File: config.mk
export PLATFORM = sky130hd
export DESIGN_NAME = aao_accumulator_alu
export DESIGN_NICKNAME = d
export VERILOG_FILES = /design/src/hdl/aao_pkg.sv /design/src/hdl/aao_accumulator_alu.sv
export SDC_FILE = /design/constraint.sdc
export NUM_CORES = 2
export LEC_CHECK = 0
export BUFFER_PORTS_ARGS = -buffer_cell sky130_fd_sc_hd__buf_4
export CAP_MARGIN = 30
export CORE_MARGIN = 3
export CORE_UTILIZATION = 30
export DETAILED_ROUTE_END_ITERATION = 16
export GPL_TIMING_DRIVEN = 0
export MAX_ROUTING_LAYER = met4
export PLACE_DENSITY = 0.49
export SLEW_MARGIN = 0
export SYNTH_ARGS = -nofsm -noshare
export SYNTH_HDL_FRONTEND = slang
export SYNTH_SLANG_ARGS = --single-unit
export TNS_END_PERCENT = 50
File: constraint.sdc
create_clock -name SYS_CLK -period 6.75 [get_ports SYS_CLK]
set_input_delay 0.675 -clock SYS_CLK [delete_from_list [all_inputs] [get_ports SYS_CLK]]
set_output_delay 0.675 -clock SYS_CLK [all_outputs]
set_load 0.02 [all_outputs]
File: src/hdl/aao_pkg.sv
package aao_pkg;

  // Machine state of the instruction sequencing inside the datapath.
  typedef enum logic [0:0] {
    AAO_ST_IDLE   = 1'b0,
    AAO_ST_SECOND = 1'b1
  } aao_state_t;

  // Data memory held in flip-flops; working registers sit at 0 to 7.
  localparam int unsigned DMEM_DEPTH = 64;
  localparam int unsigned DMEM_AW    = 6;

  // Reset values.
  localparam logic [7:0] ACC_RST   = 8'h00;
  localparam logic [7:0] DMEM_RST  = 8'h00;
  localparam logic       FLAG_RST  = 1'b0;

  // Whole-byte opcodes.
  localparam logic [7:0] OP_ADD_IMM  = 8'h03;
  localparam logic [7:0] OP_ADD_WITH_CARRY_OP_IMM = 8'h13;
  localparam logic [7:0] OP_AND_IMM  = 8'h53;
  localparam logic [7:0] OP_OR_IMM   = 8'h43;
  localparam logic [7:0] OP_XOR_IMM  = 8'hD3;
  localparam logic [7:0] OP_CPL      = 8'h37;
  localparam logic [7:0] OP_CLR      = 8'h27;
  localparam logic [7:0] OP_DA       = 8'h57;
  localparam logic [7:0] OP_DEC      = 8'h07;
  localparam logic [7:0] OP_INC      = 8'h17;
  localparam logic [7:0] OP_RL       = 8'hE7;
  localparam logic [7:0] OP_RLC      = 8'hF7;
  localparam logic [7:0] OP_RR       = 8'h77;
  localparam logic [7:0] OP_RRC      = 8'h67;
  localparam logic [7:0] OP_SWAP     = 8'h47;

  // Register-form groups, opcode bits 7 to 3; bits 2 to 0 pick the register.
  localparam logic [4:0] GRP_ADD_REG  = 5'h0D;
  localparam logic [4:0] GRP_ADD_WITH_CARRY_OP_REG = 5'h0F;
  localparam logic [4:0] GRP_AND_REG  = 5'h0B;
  localparam logic [4:0] GRP_OR_REG   = 5'h09;
  localparam logic [4:0] GRP_XOR_REG  = 5'h1B;
  localparam logic [4:0] GRP_DECREMENT_BRANCH_NONZERO_OP     = 5'h1D;

  // Indirect-form groups, opcode bits 7 to 1; bit 0 picks the pointer.
  localparam logic [6:0] GRP_ADD_IND  = 7'h30;
  localparam logic [6:0] GRP_ADD_WITH_CARRY_OP_IND = 7'h38;
  localparam logic [6:0] GRP_AND_IND  = 7'h28;
  localparam logic [6:0] GRP_OR_IND   = 7'h20;
  localparam logic [6:0] GRP_XOR_IND  = 7'h68;

  // Decimal adjust constants.
  localparam logic [3:0] BCD_LIMIT  = 4'h9;
  localparam logic [8:0] BCD_FIX_LO = 9'h006;
  localparam logic [8:0] BCD_FIX_HI = 9'h060;

endpackage

File: src/hdl/aao_accumulator_alu.sv
// Contract
// - Opcode 03H adds the second byte in two cycles, new carry.
// - Opcodes 68H-6FH add register r in one cycle, new carry.
// - Opcodes 60H/61H add the byte that register 0 or 1 points at.
// - Opcode 13H adds second byte and carry in two cycles, sets carry.
// - Opcodes 78H-7FH add register r plus carry, one cycle, new carry.
// - Opcodes 70H/71H add the pointed byte plus carry in one cycle.
// - AND with data 53H, register 58H-5FH, pointer 50H/51H; flags kept.
// - OR with data 43H, register 48H-4FH, pointer 40H/41H; flags kept.
// - XOR with data D3H, register D8H-DFH, pointer D0H/D1H; flags kept.
// - Opcode 37H inverts the accumulator in one cycle, flags untouched.
// - Opcode 27H clears the accumulator in one cycle, flags untouched.
// - Opcode 57H decimal-adjusts the accumulator in one cycle.
// - Opcode 07H decrements the accumulator modulo 256; flags kept.
// - Opcode 17H increments the accumulator modulo 256; flags kept.
// - Opcode E7H rotates left, bit 7 into bit 0, carry untouched.
// - Opcode F7H rotates left through carry.
// - Opcode 77H rotates right, bit 0 into bit 7, carry untouched.
// - Opcode 67H rotates right through carry.
// - Opcode 47H swaps the accumulator nibbles in one cycle.
// - Opcodes E8H-EFH decrement r and branch to byte two when nonzero.
// - Only the flags an instruction is marked to affect may change.
module aao_accumulator_alu (
  // Clock and reset
  input  wire logic        SYS_CLK,
  input  wire logic        RESET_N,
  // Instruction issue from the sequencer
  input  wire logic        OP_VALID,
  input  wire logic [7:0]  OP_CODE,
  input  wire logic [7:0]  OP_ARG,
  output logic             OP_READY,
  output logic             OP_DONE,
  // Flag load from the status word
  input  wire logic        FLAG_LOAD,
  input  wire logic        FLAG_C_IN,
  input  wire logic        FLAG_AC_IN,
  // Data memory access port
  input  wire logic        MEM_WR_EN,
  input  wire logic [5:0]  MEM_WR_ADDR,
  input  wire logic [7:0]  MEM_WR_DATA,
  input  wire logic [5:0]  MEM_RD_ADDR,
  output logic [7:0]       MEM_RD_DATA,
  // Datapath state
  output logic [7:0]       ACC,
  output logic             CARRY,
  output logic             AUX_CARRY,
  // Branch to the program counter
  output logic             BRANCH_TAKEN,
  output logic [7:0]       BRANCH_ADDR
);

  aao_pkg::aao_state_t state;
  aao_pkg::aao_state_t next_state;
  logic [7:0]  held_op;
  logic [7:0]  next_held_op;
  logic [7:0]  held_arg;
  logic [7:0]  next_held_arg;
  logic [7:0]  next_acc;
  logic        next_carry;
  logic        next_aux_carry;
  logic        next_ready;
  logic        next_done;
  logic        next_branch;
  logic [7:0]  next_branch_addr;
  logic [7:0]  next_rd_data;
  logic [7:0]  dmem      [aao_pkg::DMEM_DEPTH];
  logic [7:0]  next_dmem [aao_pkg::DMEM_DEPTH];

  logic        exec_now;
  logic [7:0]  exec_op;
  logic [7:0]  exec_arg;
  logic [7:0]  reg_val;
  logic [5:0]  reg_idx;
  logic [7:0]  ptr_val;
  logic [7:0]  ind_val;
  logic [7:0]  operand;
  logic [8:0]  sum;
  logic        hit_add;
  logic        hit_add_with_carry_op;
  logic        hit_and;
  logic        hit_or;
  logic        hit_xor;
  logic        hit_decrement_branch_nonzero_op;
  logic        reg_wr;
  logic [7:0]  reg_wr_val;
  logic [8:0]  da_val;
  logic        da_carry;

  // Two-byte instructions hold the sequencer for a second machine cycle.
  function automatic logic two_byte(input logic [7:0] op);
    two_byte = (op == aao_pkg::OP_ADD_IMM) || (op == aao_pkg::OP_ADD_WITH_CARRY_OP_IMM) ||
               (op == aao_pkg::OP_AND_IMM) || (op == aao_pkg::OP_OR_IMM) ||
               (op == aao_pkg::OP_XOR_IMM) ||
               (op[7:3] == aao_pkg::GRP_DECREMENT_BRANCH_NONZERO_OP);
  endfunction

  // Sequencing: one-byte ops execute on the accepting edge.
  // Latching the second byte lets the sequencer move on once an op is taken.
  always_comb begin
    next_state    = state;
    next_held_op  = held_op;
    next_held_arg = held_arg;
    exec_now      = 1'b0;
    exec_op       = OP_CODE;
    exec_arg      = OP_ARG;
    case (state)
      aao_pkg::AAO_ST_IDLE: begin
        if (OP_VALID) begin
          if (two_byte(OP_CODE)) begin
            next_state    = aao_pkg::AAO_ST_SECOND;
            next_held_op  = OP_CODE;
            next_held_arg = OP_ARG;
          end else begin
            exec_now = 1'b1;
          end
        end
      end
      aao_pkg::AAO_ST_SECOND: begin
        exec_now   = 1'b1;
        exec_op    = held_op;
        exec_arg   = held_arg;
        next_state = aao_pkg::AAO_ST_IDLE;
      end
      default: begin
        next_state = aao_pkg::AAO_ST_IDLE;
      end
    endcase
    next_ready = (next_state == aao_pkg::AAO_ST_IDLE);
    next_done  = exec_now;
  end

  // Operand selection and decode.
  // Immediate forms end in bits 11; indirect forms use bit 0 as the pointer.
  always_comb begin
    reg_idx = {3'h0, exec_op[2:0]};
    reg_val = dmem[reg_idx];
    ptr_val = dmem[{5'h00, exec_op[0]}];
    ind_val = dmem[ptr_val[aao_pkg::DMEM_AW-1:0]];
    if (exec_op[3]) begin
      operand = reg_val;
    end else if (exec_op[1:0] == 2'b11) begin
      operand = exec_arg;
    end else begin
      operand = ind_val;
    end
    hit_add  = (exec_op == aao_pkg::OP_ADD_IMM) ||
               (exec_op[7:3] == aao_pkg::GRP_ADD_REG) ||
               (exec_op[7:1] == aao_pkg::GRP_ADD_IND);
    hit_add_with_carry_op = (exec_op == aao_pkg::OP_ADD_WITH_CARRY_OP_IMM) ||
               (exec_op[7:3] == aao_pkg::GRP_ADD_WITH_CARRY_OP_REG) ||
               (exec_op[7:1] == aao_pkg::GRP_ADD_WITH_CARRY_OP_IND);
    hit_and  = (exec_op == aao_pkg::OP_AND_IMM) ||
               (exec_op[7:3] == aao_pkg::GRP_AND_REG) ||
               (exec_op[7:1] == aao_pkg::GRP_AND_IND);
    hit_or   = (exec_op == aao_pkg::OP_OR_IMM) ||
               (exec_op[7:3] == aao_pkg::GRP_OR_REG) ||
               (exec_op[7:1] == aao_pkg::GRP_OR_IND);
    hit_xor  = (exec_op == aao_pkg::OP_XOR_IMM) ||
               (exec_op[7:3] == aao_pkg::GRP_XOR_REG) ||
               (exec_op[7:1] == aao_pkg::GRP_XOR_IND);
    hit_decrement_branch_nonzero_op = (exec_op[7:3] == aao_pkg::GRP_DECREMENT_BRANCH_NONZERO_OP);
    sum = {1'b0, ACC} + {1'b0, operand} +
          {8'h00, hit_add_with_carry_op & CARRY};
  end

  // Decimal adjust: low nibble first, then the high nibble.
  always_comb begin
    da_val = {1'b0, ACC};
    if ((ACC[3:0] > aao_pkg::BCD_LIMIT) || AUX_CARRY) begin
      da_val = da_val + aao_pkg::BCD_FIX_LO;
    end
    da_carry = CARRY | da_val[8];
    if ((da_val[7:4] > aao_pkg::BCD_LIMIT) || da_carry) begin
      da_val = {1'b0, da_val[7:0]} + aao_pkg::BCD_FIX_HI;
      da_carry = da_carry | da_val[8];
    end
  end

  // Accumulator, flags and branch. Unlisted opcodes leave everything alone.
  always_comb begin
    next_acc         = ACC;
    next_carry       = CARRY;
    next_aux_carry   = AUX_CARRY;
    next_branch      = 1'b0;
    next_branch_addr = BRANCH_ADDR;
    reg_wr           = 1'b0;
    reg_wr_val       = reg_val - 8'h01;
    // A load from the status word yields to an executing instruction.
    if (FLAG_LOAD && !exec_now) begin
      next_carry     = FLAG_C_IN;
      next_aux_carry = FLAG_AC_IN;
    end
    if (exec_now) begin
      if (hit_add || hit_add_with_carry_op) begin
        next_acc   = sum[7:0];
        next_carry = sum[8];
      end else if (hit_and) begin
        next_acc = ACC & operand;
      end else if (hit_or) begin
        next_acc = ACC | operand;
      end else if (hit_xor) begin
        next_acc = ACC ^ operand;
      end else if (hit_decrement_branch_nonzero_op) begin
        reg_wr = 1'b1;
        if (reg_wr_val != 8'h00) begin
          next_branch      = 1'b1;
          next_branch_addr = exec_arg;
        end
      end else begin
        case (exec_op)
          aao_pkg::OP_CPL:  next_acc = ~ACC;
          aao_pkg::OP_CLR:  next_acc = aao_pkg::ACC_RST;
          aao_pkg::OP_DA: begin
            next_acc   = da_val[7:0];
            next_carry = da_carry;
          end
          aao_pkg::OP_DEC:  next_acc = ACC - 8'h01;
          aao_pkg::OP_INC:  next_acc = ACC + 8'h01;
          aao_pkg::OP_RL:   next_acc = {ACC[6:0], ACC[7]};
          aao_pkg::OP_RLC: begin
            next_acc   = {ACC[6:0], CARRY};
            next_carry = ACC[7];
          end
          aao_pkg::OP_RR:   next_acc = {ACC[0], ACC[7:1]};
          aao_pkg::OP_RRC: begin
            next_acc   = {CARRY, ACC[7:1]};
            next_carry = ACC[0];
          end
          aao_pkg::OP_SWAP: next_acc = {ACC[3:0], ACC[7:4]};
          default:          next_acc = ACC;
        endcase
      end
    end
  end

  // Data memory: the decrement write of the branch op beats the port write.
  // The register index is widened before the compare, so bytes above the
  // working registers can never alias onto the one being decremented.
  for (genvar i = 0; i < aao_pkg::DMEM_DEPTH; i++) begin : g_dmem
    always_comb begin
      if (reg_wr && (reg_idx == 6'(i))) begin
        next_dmem[i] = reg_wr_val;
      end else if (MEM_WR_EN && (MEM_WR_ADDR == 6'(i))) begin
        next_dmem[i] = MEM_WR_DATA;
      end else begin
        next_dmem[i] = dmem[i];
      end
    end
  end

  always_comb begin
    next_rd_data = dmem[MEM_RD_ADDR];
  end

  // OP_READY is taken from the next state, so it never disagrees with it.
  always_ff @(posedge SYS_CLK) begin
    if (!RESET_N) begin
      state    <= aao_pkg::AAO_ST_IDLE;
      held_op  <= 8'h00;
      held_arg <= 8'h00;
      OP_READY <= 1'b1;
      OP_DONE  <= 1'b0;
    end else begin
      state    <= next_state;
      held_op  <= next_held_op;
      held_arg <= next_held_arg;
      OP_READY <= next_ready;
      OP_DONE  <= next_done;
    end
  end

  // The branch target stays put until the next taken branch.
  always_ff @(posedge SYS_CLK) begin
    if (!RESET_N) begin
      ACC          <= aao_pkg::ACC_RST;
      CARRY        <= aao_pkg::FLAG_RST;
      AUX_CARRY    <= aao_pkg::FLAG_RST;
      BRANCH_TAKEN <= 1'b0;
      BRANCH_ADDR  <= 8'h00;
    end else begin
      ACC          <= next_acc;
      CARRY        <= next_carry;
      AUX_CARRY    <= next_aux_carry;
      BRANCH_TAKEN <= next_branch;
      BRANCH_ADDR  <= next_branch_addr;
    end
  end

  // A read shows the byte as it stood before a write on the same edge.
  always_ff @(posedge SYS_CLK) begin
    if (!RESET_N) begin
      MEM_RD_DATA <= aao_pkg::DMEM_RST;
      for (int k = 0; k < aao_pkg::DMEM_DEPTH; k++) begin
        dmem[k] <= aao_pkg::DMEM_RST;
      end
    end else begin
      MEM_RD_DATA <= next_rd_data;
      dmem        <= next_dmem;
    end
  end

endmodule

=== After elaboration in Yosys (flattened, before gate mapping) ===
Cells that the tools add are included.

* Add/subtract/negate cells: 7
* Multipliers: 0
* Divide/modulo/power cells: 0
* $lt $le $gt $ge: 6
* Equal/unequal tests: 104
* Shift operators: 0
* Multiplexer cells: 62
* Bitwise logic cells: 20
* Reduce and logical (&&, ||, !) cells: 108

{| class="wikitable"
|+ Operator list
! operator !! count
|-
| $mux W8 || 32
|-
| $bmux W8 S6 || 4
|-
| $eq A6 B6 Y1 const B || 32
|-
| $eq A6 B5 Y1 const B || 16
|-
| $pmux W8 S10 || 1
|-
| $logic_and A1 B1 Y1 || 73
|-
| $eq A8 B7 Y1 const B || 8
|-
| $eq A6 B4 Y1 const B || 8
|-
| $eq A8 B8 Y1 const B || 4
|-
| $eq A7 B6 Y1 const B || 4
|-
| $ge A7 B7 Y1 const B || 4
|-
| $eq A6 B3 Y1 const B || 4
|-
| $eq A8 B5 Y1 const B || 3
|-
| $eq A5 B4 Y1 const B || 4
|-
| $mux W1 || 19
|-
| $logic_or A1 B1 Y1 || 18
|-
| $eq A8 B2 Y1 const B || 2
|-
| $eq A8 B6 Y1 const B || 2
|-
| $reduce_bool A2 Y1 || 8
|-
| $sub A8 B1 Y8 const B || 2
|-
| $eq A5 B5 Y1 const B || 3
|-
| $not A6 Y7 || 2
|-
| $reduce_bool A14 Y1 || 1
|-
| $eq A3 B3 Y1 const B || 4
|-
| other kinds (33) || 49
|}

* Flip-flop bits (word level): 558
* Latch bits: 0
* Bits in writable memories: 0
* Memory bits (read-only): 0
* Bits of input ports: 43
* Output and inout bits: 29
* Logic and storage cells: 382
* Memories kept: 0

=== Longest topological paths before layout ===
* Word-level depth: 19
* Gate-level depth with buffers: 24
* Depth with buffers taken out: 18

=== Worst setup path before layout ===
No wires, ideal clock.

* Path kind: input to register
* Start: input port OP_CODE[0]
* End: register CARRY
* Setup time: 0.086 ns
* Arrival time: 4.910 ns
* Required time: 6.664 ns
* Setup slack: 1.754 ns
* Cell stages on the path: 21
* Buffers on the path: 4
* Cells stage by stage: mux2i_4 > buf_6 > buf_6 > mux2i_2 > buf_4 > buf_2 > mux4_2 > nand2_1 > o31ai_1 > a221oi_1 > a221oi_1 > fa_1 > fa_1 > nor2b_1 > o21ai_0 > a21oi_1 > o21ai_0 > a21oi_1 > o21a_1 > o32ai_1 > a211oi_1

* Longest elaborated chain between the ends: 19

{| class="wikitable"
|+ RTL lines
! item !! line !! text
|-
| start, declared || aao_accumulator_alu.sv:29 || <nowiki>input wire logic [7:0] OP_CODE,</nowiki>
|-
| branches (longest 18 deep; another with $add A8 B8 Y9) || n/a ||
|-
| $mux W1 * || aao_accumulator_alu.sv:193 || <nowiki>if (exec_now) begin</nowiki>
|-
| end signal, assigned || aao_accumulator_alu.sv:276 || <nowiki>CARRY <= aao_pkg::FLAG_RST;</nowiki>
|-
| end signal, assigned || aao_accumulator_alu.sv:282 || <nowiki>CARRY <= next_carry;</nowiki>
|-
| end, declared || aao_accumulator_alu.sv:45 || <nowiki>output logic CARRY,</nowiki>
|}

Every way passes the cells marked *. The select of a mux whose other input is x is not followed.
A chain may end at the register's enable or synchronous reset.

=== Final worst setup path ===
* Start: register state
* End: register CARRY

* Longest elaborated chain between the ends: 15

{| class="wikitable"
|+ RTL lines
! item !! line !! text
|-
| start, declared || aao_accumulator_alu.sv:52 || <nowiki>aao_pkg::aao_state_t state;</nowiki>
|-
| start signal, assigned || aao_accumulator_alu.sv:258 || <nowiki>state <= aao_pkg::AAO_ST_IDLE;</nowiki>
|-
| start signal, assigned || aao_accumulator_alu.sv:264 || <nowiki>state <= next_state;</nowiki>
|-
| $mux W8 || aao_accumulator_alu.sv:106 || <nowiki>case (state)</nowiki>
|-
| $not A1 Y7 (implied by the code) || aao_accumulator_alu.sv:137 || <nowiki>ptr_val = dmem[{5'h00, exec_op[0]}];</nowiki>
|-
| $bmux W8 S6 || aao_accumulator_alu.sv:137 ||
|-
| $mux W6 (implied by the code) (2 in series) || aao_accumulator_alu.sv:137 ||
|-
| $not A6 Y7 (implied by the code) || aao_accumulator_alu.sv:138 || <nowiki>ind_val = dmem[ptr_val[aao_pkg::DMEM_AW-1:0]];</nowiki>
|-
| $bmux W8 S6 || aao_accumulator_alu.sv:138 ||
|-
| $mux W8 (implied by the code) (2 in series) || aao_accumulator_alu.sv:138 ||
|-
| $mux W8 || aao_accumulator_alu.sv:141 || <nowiki>end else if (exec_op[1:0] == 2'b11) begin</nowiki>
|-
| $mux W8 || aao_accumulator_alu.sv:139 || <nowiki>if (exec_op[3]) begin</nowiki>
|-
| $add A8 B8 Y9 || aao_accumulator_alu.sv:162 || <nowiki>sum = {1'b0, ACC} + {1'b0, operand} +</nowiki>
|-
| $add A9 B1 Y9 || aao_accumulator_alu.sv:162 ||
|-
| $mux W1 || aao_accumulator_alu.sv:194 || <nowiki>if (hit_add || hit_add_with_carry_op) begin</nowiki>
|-
| $mux W1 * || aao_accumulator_alu.sv:193 ||
|}

Every way passes the cells marked *; elsewhere a longest branch is shown, timed or not. The select of a mux whose other input is x is not followed.

==> results.sh <==
export IMPL_fin_crit_ps=6750
export IMPL_path_max_fanout=10
export IMPL_yosys_warnings=0
export IMPL_ys_seq_area_share_pct=34.3
export IMPL_avgSynthCellArea_um2=8.76
export IMPL_grt_first_pass_wirelength_um=242000
export IMPL_synth_top_cells_by_count="nand2_1 (713), dfxtp_1 (558), nand3_1 (458)"
export IMPL_synth_seq_cells=558
export IMPL_clkPwrFrac_pct=48.4
export IMPL_power_frac_seq_pct=40.9
export IMPL_cell_internal_pwr_mw=5.89
export IMPL_worstSetupPathType="flip-flop to flip-flop"
export IMPL_floorplan_initialDensity_pct=30.3
export IMPL_tightestPinTransition_ps=1250
export IMPL_drtIter0Drc=4782
export IMPL_cts_tree="yes"
export IMPL_placed_area_um2=35600
export IMPL_start_kind="flip-flop"
export IMPL_ys_types=76
export IMPL_fin_util_pct=35.5
export IMPL_fmax_mhz=148
export IMPL_setup_tns_ps=0
export IMPL_chipWidth_um=336
export IMPL_ff2ff_setup_slack_ps=5
export IMPL_grt_max_degree=14
export IMPL_p_switching_mw=2.27
export IMPL_core_area_um2=108000
export IMPL_cts_sink_count=558
export IMPL_maxCapViolations=0
export IMPL_multiInputGateArea_um2=19900
export IMPL_final_cell_area_um2=38100
export IMPL_die_h_um=336
export IMPL_dpl_hpwl_um=133000
export IMPL_report_final_slew_viol_count=0
export IMPL_hold_viol_final=0
export IMPL_fin_ws_ps=4.87
export IMPL_viasPerCell=6.21
export IMPL_die_area_um2=113000
export IMPL_hp_class="input port to flip-flop"
export IMPL_cts_root_buf="clkbuf_16"
export IMPL_irDropWorstVdd_v=0.000174
export IMPL_crit_path_end_kind="flip-flop"
export IMPL_leakage_nw=12.4
export IMPL_hold_ws_ps=296
export IMPL_ioPinCount=72
export IMPL_gp_congestion=1.06
export IMPL_antenna_found_initial=14
export IMPL_syn_inst=3724
export IMPL_drt_pass1_iterations=7
export IMPL_clk_pin_slew_ps=60
export IMPL_ys_flop_type="dfxtp_1"
export IMPL_synth_area_top_cells="dfxtp_1 (34%), mux4_2 (17%), nand2_1 (8.2%), nand3_1 (7.0%), mux2i_1 (6.7%)"
export IMPL_yosysTopAreaCellShare_pct=34.3
export IMPL_p_per_area_nw_per_um2=214
export IMPL_drc=0
export IMPL_worst_ep_arrival_time_ps=7250
export IMPL_p_sw_share_pct=27.9
export IMPL_outcome="completed"
export IMPL_totalWireLength_um=174000
export IMPL_post_place_ws_ps=-611
export IMPL_syn_nets=3796
export IMPL_vias=33500
export IMPL_synth_edf_count=0
export IMPL_ff_latch_area_um2=11200
export IMPL_cp_required_ps=7250
export IMPL_cts_hold_buf=0
export IMPL_pwr_share_comb_pct=10.7
export IMPL_synth_area_um2=32600
export IMPL_track_usage_pct=31.0
export IMPL_h_tree_depth=3
export IMPL_rows=120
export IMPL_slew_headroom_pct=16.5
export IMPL_port_buffer_count=51
export IMPL_fillers=11300
export IMPL_rsz0062_at_grt="no"
export IMPL_grt_pass1_vias=31100
export IMPL_ys_async_sr_fraction_pct=0
export IMPL_wire_per_inst_um=32.3
export IMPL_numCtsBuffers=70
export IMPL_nets=3993
export IMPL_clk_path_buf_depth=3
export IMPL_gr_total_overflow=0
export IMPL_clock_skew_ps=33.1
export IMPL_setup_viol_count_final=0
export IMPL_ant_nets=0
export IMPL_layout_drive_gt1_share_pct=15.3
export IMPL_period_share_pct=99.9
export IMPL_yosys_area_top_type="dfxtp_1"
export IMPL_area_growth_pct=16.9
export IMPL_insertion_delay_ps=660
export IMPL_synth_most_common_cell="nand2_1"
==> final timing paths <==
| path | start | end | depth (start not counted) |
|---|---|---|---|
| max | state | CARRY | 22 |
| min | OP_ARG[5] | held_arg[5] | 3 |
| max reg2reg | state | CARRY | 22 |
| min reg2reg | held_arg[5] | held_arg[5] | 2 |
==> registers in the layout, indices dropped and copies added, names as in the netlist <==
register,count
MEM_RD_DATA,8
ACC,8
state,1
BRANCH_TAKEN,1
BRANCH_ADDR,8
held_op,8
AUX_CARRY,1
OP_READY,1
OP_DONE,1
dmem,512
CARRY,1
held_arg,8
==> cell type report <==
type / instances / area share [%]
clock inverters: 23 / 0.732
well taps: 1403 / 4.61
inverters: 29 / 0.286
multi-input cells: 2786 / 52.3
plain buffers: 350 / 3.85
flip-flops and latches: 558 / 29.3
repair buffers: 126 / 3.38
diodes: 14 / 0.0919
clock buffers: 105 / 5.45
==> logic make-up (layout without fill, tap and decap cells) <==
family	after synthesis	in the layout	synth area share, %
other	0	14	0
AND/OR/NAND/NOR	1607	1607	21.6
AO/OA/AOI/OAI	635	635	12.4
multiplexers	499	499	25.3
adder cells (fa/ha/maj)	30	30	1.21
XOR/XNOR	15	15	0.403
flip-flops	558	558	34.3
buffers and inverters	380	633	4.83
==> power by group through the flow <==
stage / registers (mW) / clock network [mW] / logic [mW]
2_1_floorplan: 3.41 / 0 / 0.450
3_3_place_gp: 3.41 / 0 / 0.796
3_5_place_dp: 3.41 / 0 / 0.832
4_1_cts: 3.34 / 3.98 / 0.836
5_1_grt: 3.34 / 4.09 / 0.895
6_report: 3.34 / 3.95 / 0.870
==> routing by layer <==
metal,part of all wire [%],GRT usage (%),up-vias,wire length [um]
met5,0,-,-,0
met4,7.4,18.4,0,12900
met3,12,9.25,584,21500
met2,42,45.0,2342,73700
met1,38,38.0,16500,66000
li1,-,-,14100,-
==> per-stage QoR <==
step | total power [mW] | instances
detailed placement | 4.25 | 5242
global placement | 4.21 | 5178
global route | 8.33 | 5393
floorplan | 3.86 | 3724
finish | 8.16 | 5394
CTS | 8.15 | 5373
==> what timing repair did <==
item,4_1_cts,5_1_grt
pin swaps,1,1
resized for setup,2,2
setup buffers,3,3
setup endpoints to repair,2,4
==> worst max-delay path: stages, from the launching register on <==
cell and delay (ps):
dfxtp_1 320, buf_6 140, mux2i_4 340, buf_6 240, buf_6 190, buf_6 200, mux2_2 470, nor2_1 840
buf_2 620, nand3_1 170, a31oi_1 320, a211oi_1 90, a21boi_1 590, a31o_2 300, ha_1 270, nor2b_1 150
o21ai_0 200, a21oi_1 120, o21ai_0 250, a21oi_1 130, o21a_1 190, o32ai_1 330, a211oi_1 120
==> cells in the final DEF, fill, tap and decap left out, drive strengths merged, types with 7 or more instances in the layout <==
cell	n
nand2	713
dfxtp	558
nand3	459
clkbuf	375
a21oi	340
nor2	274
mux4	251
mux2i	225
buf	206
a31oi	41
a311oi	41
o21ai	38
and3	33
inv	31
nor3	30
ha	26
o211a	25
nand4	23
mux2	23
a32oi	18
xnor2	15
diode	14
clkinv	14
and2	12
a211oi	11
or3	11
a311o	11
o22ai	10
a2bb2oi	10
a221oi	10
a221o	9
nor3b	8
or2	8
nand3b	8
o211ai	7
No activity file was read; power rests on OpenSTA's default activity.
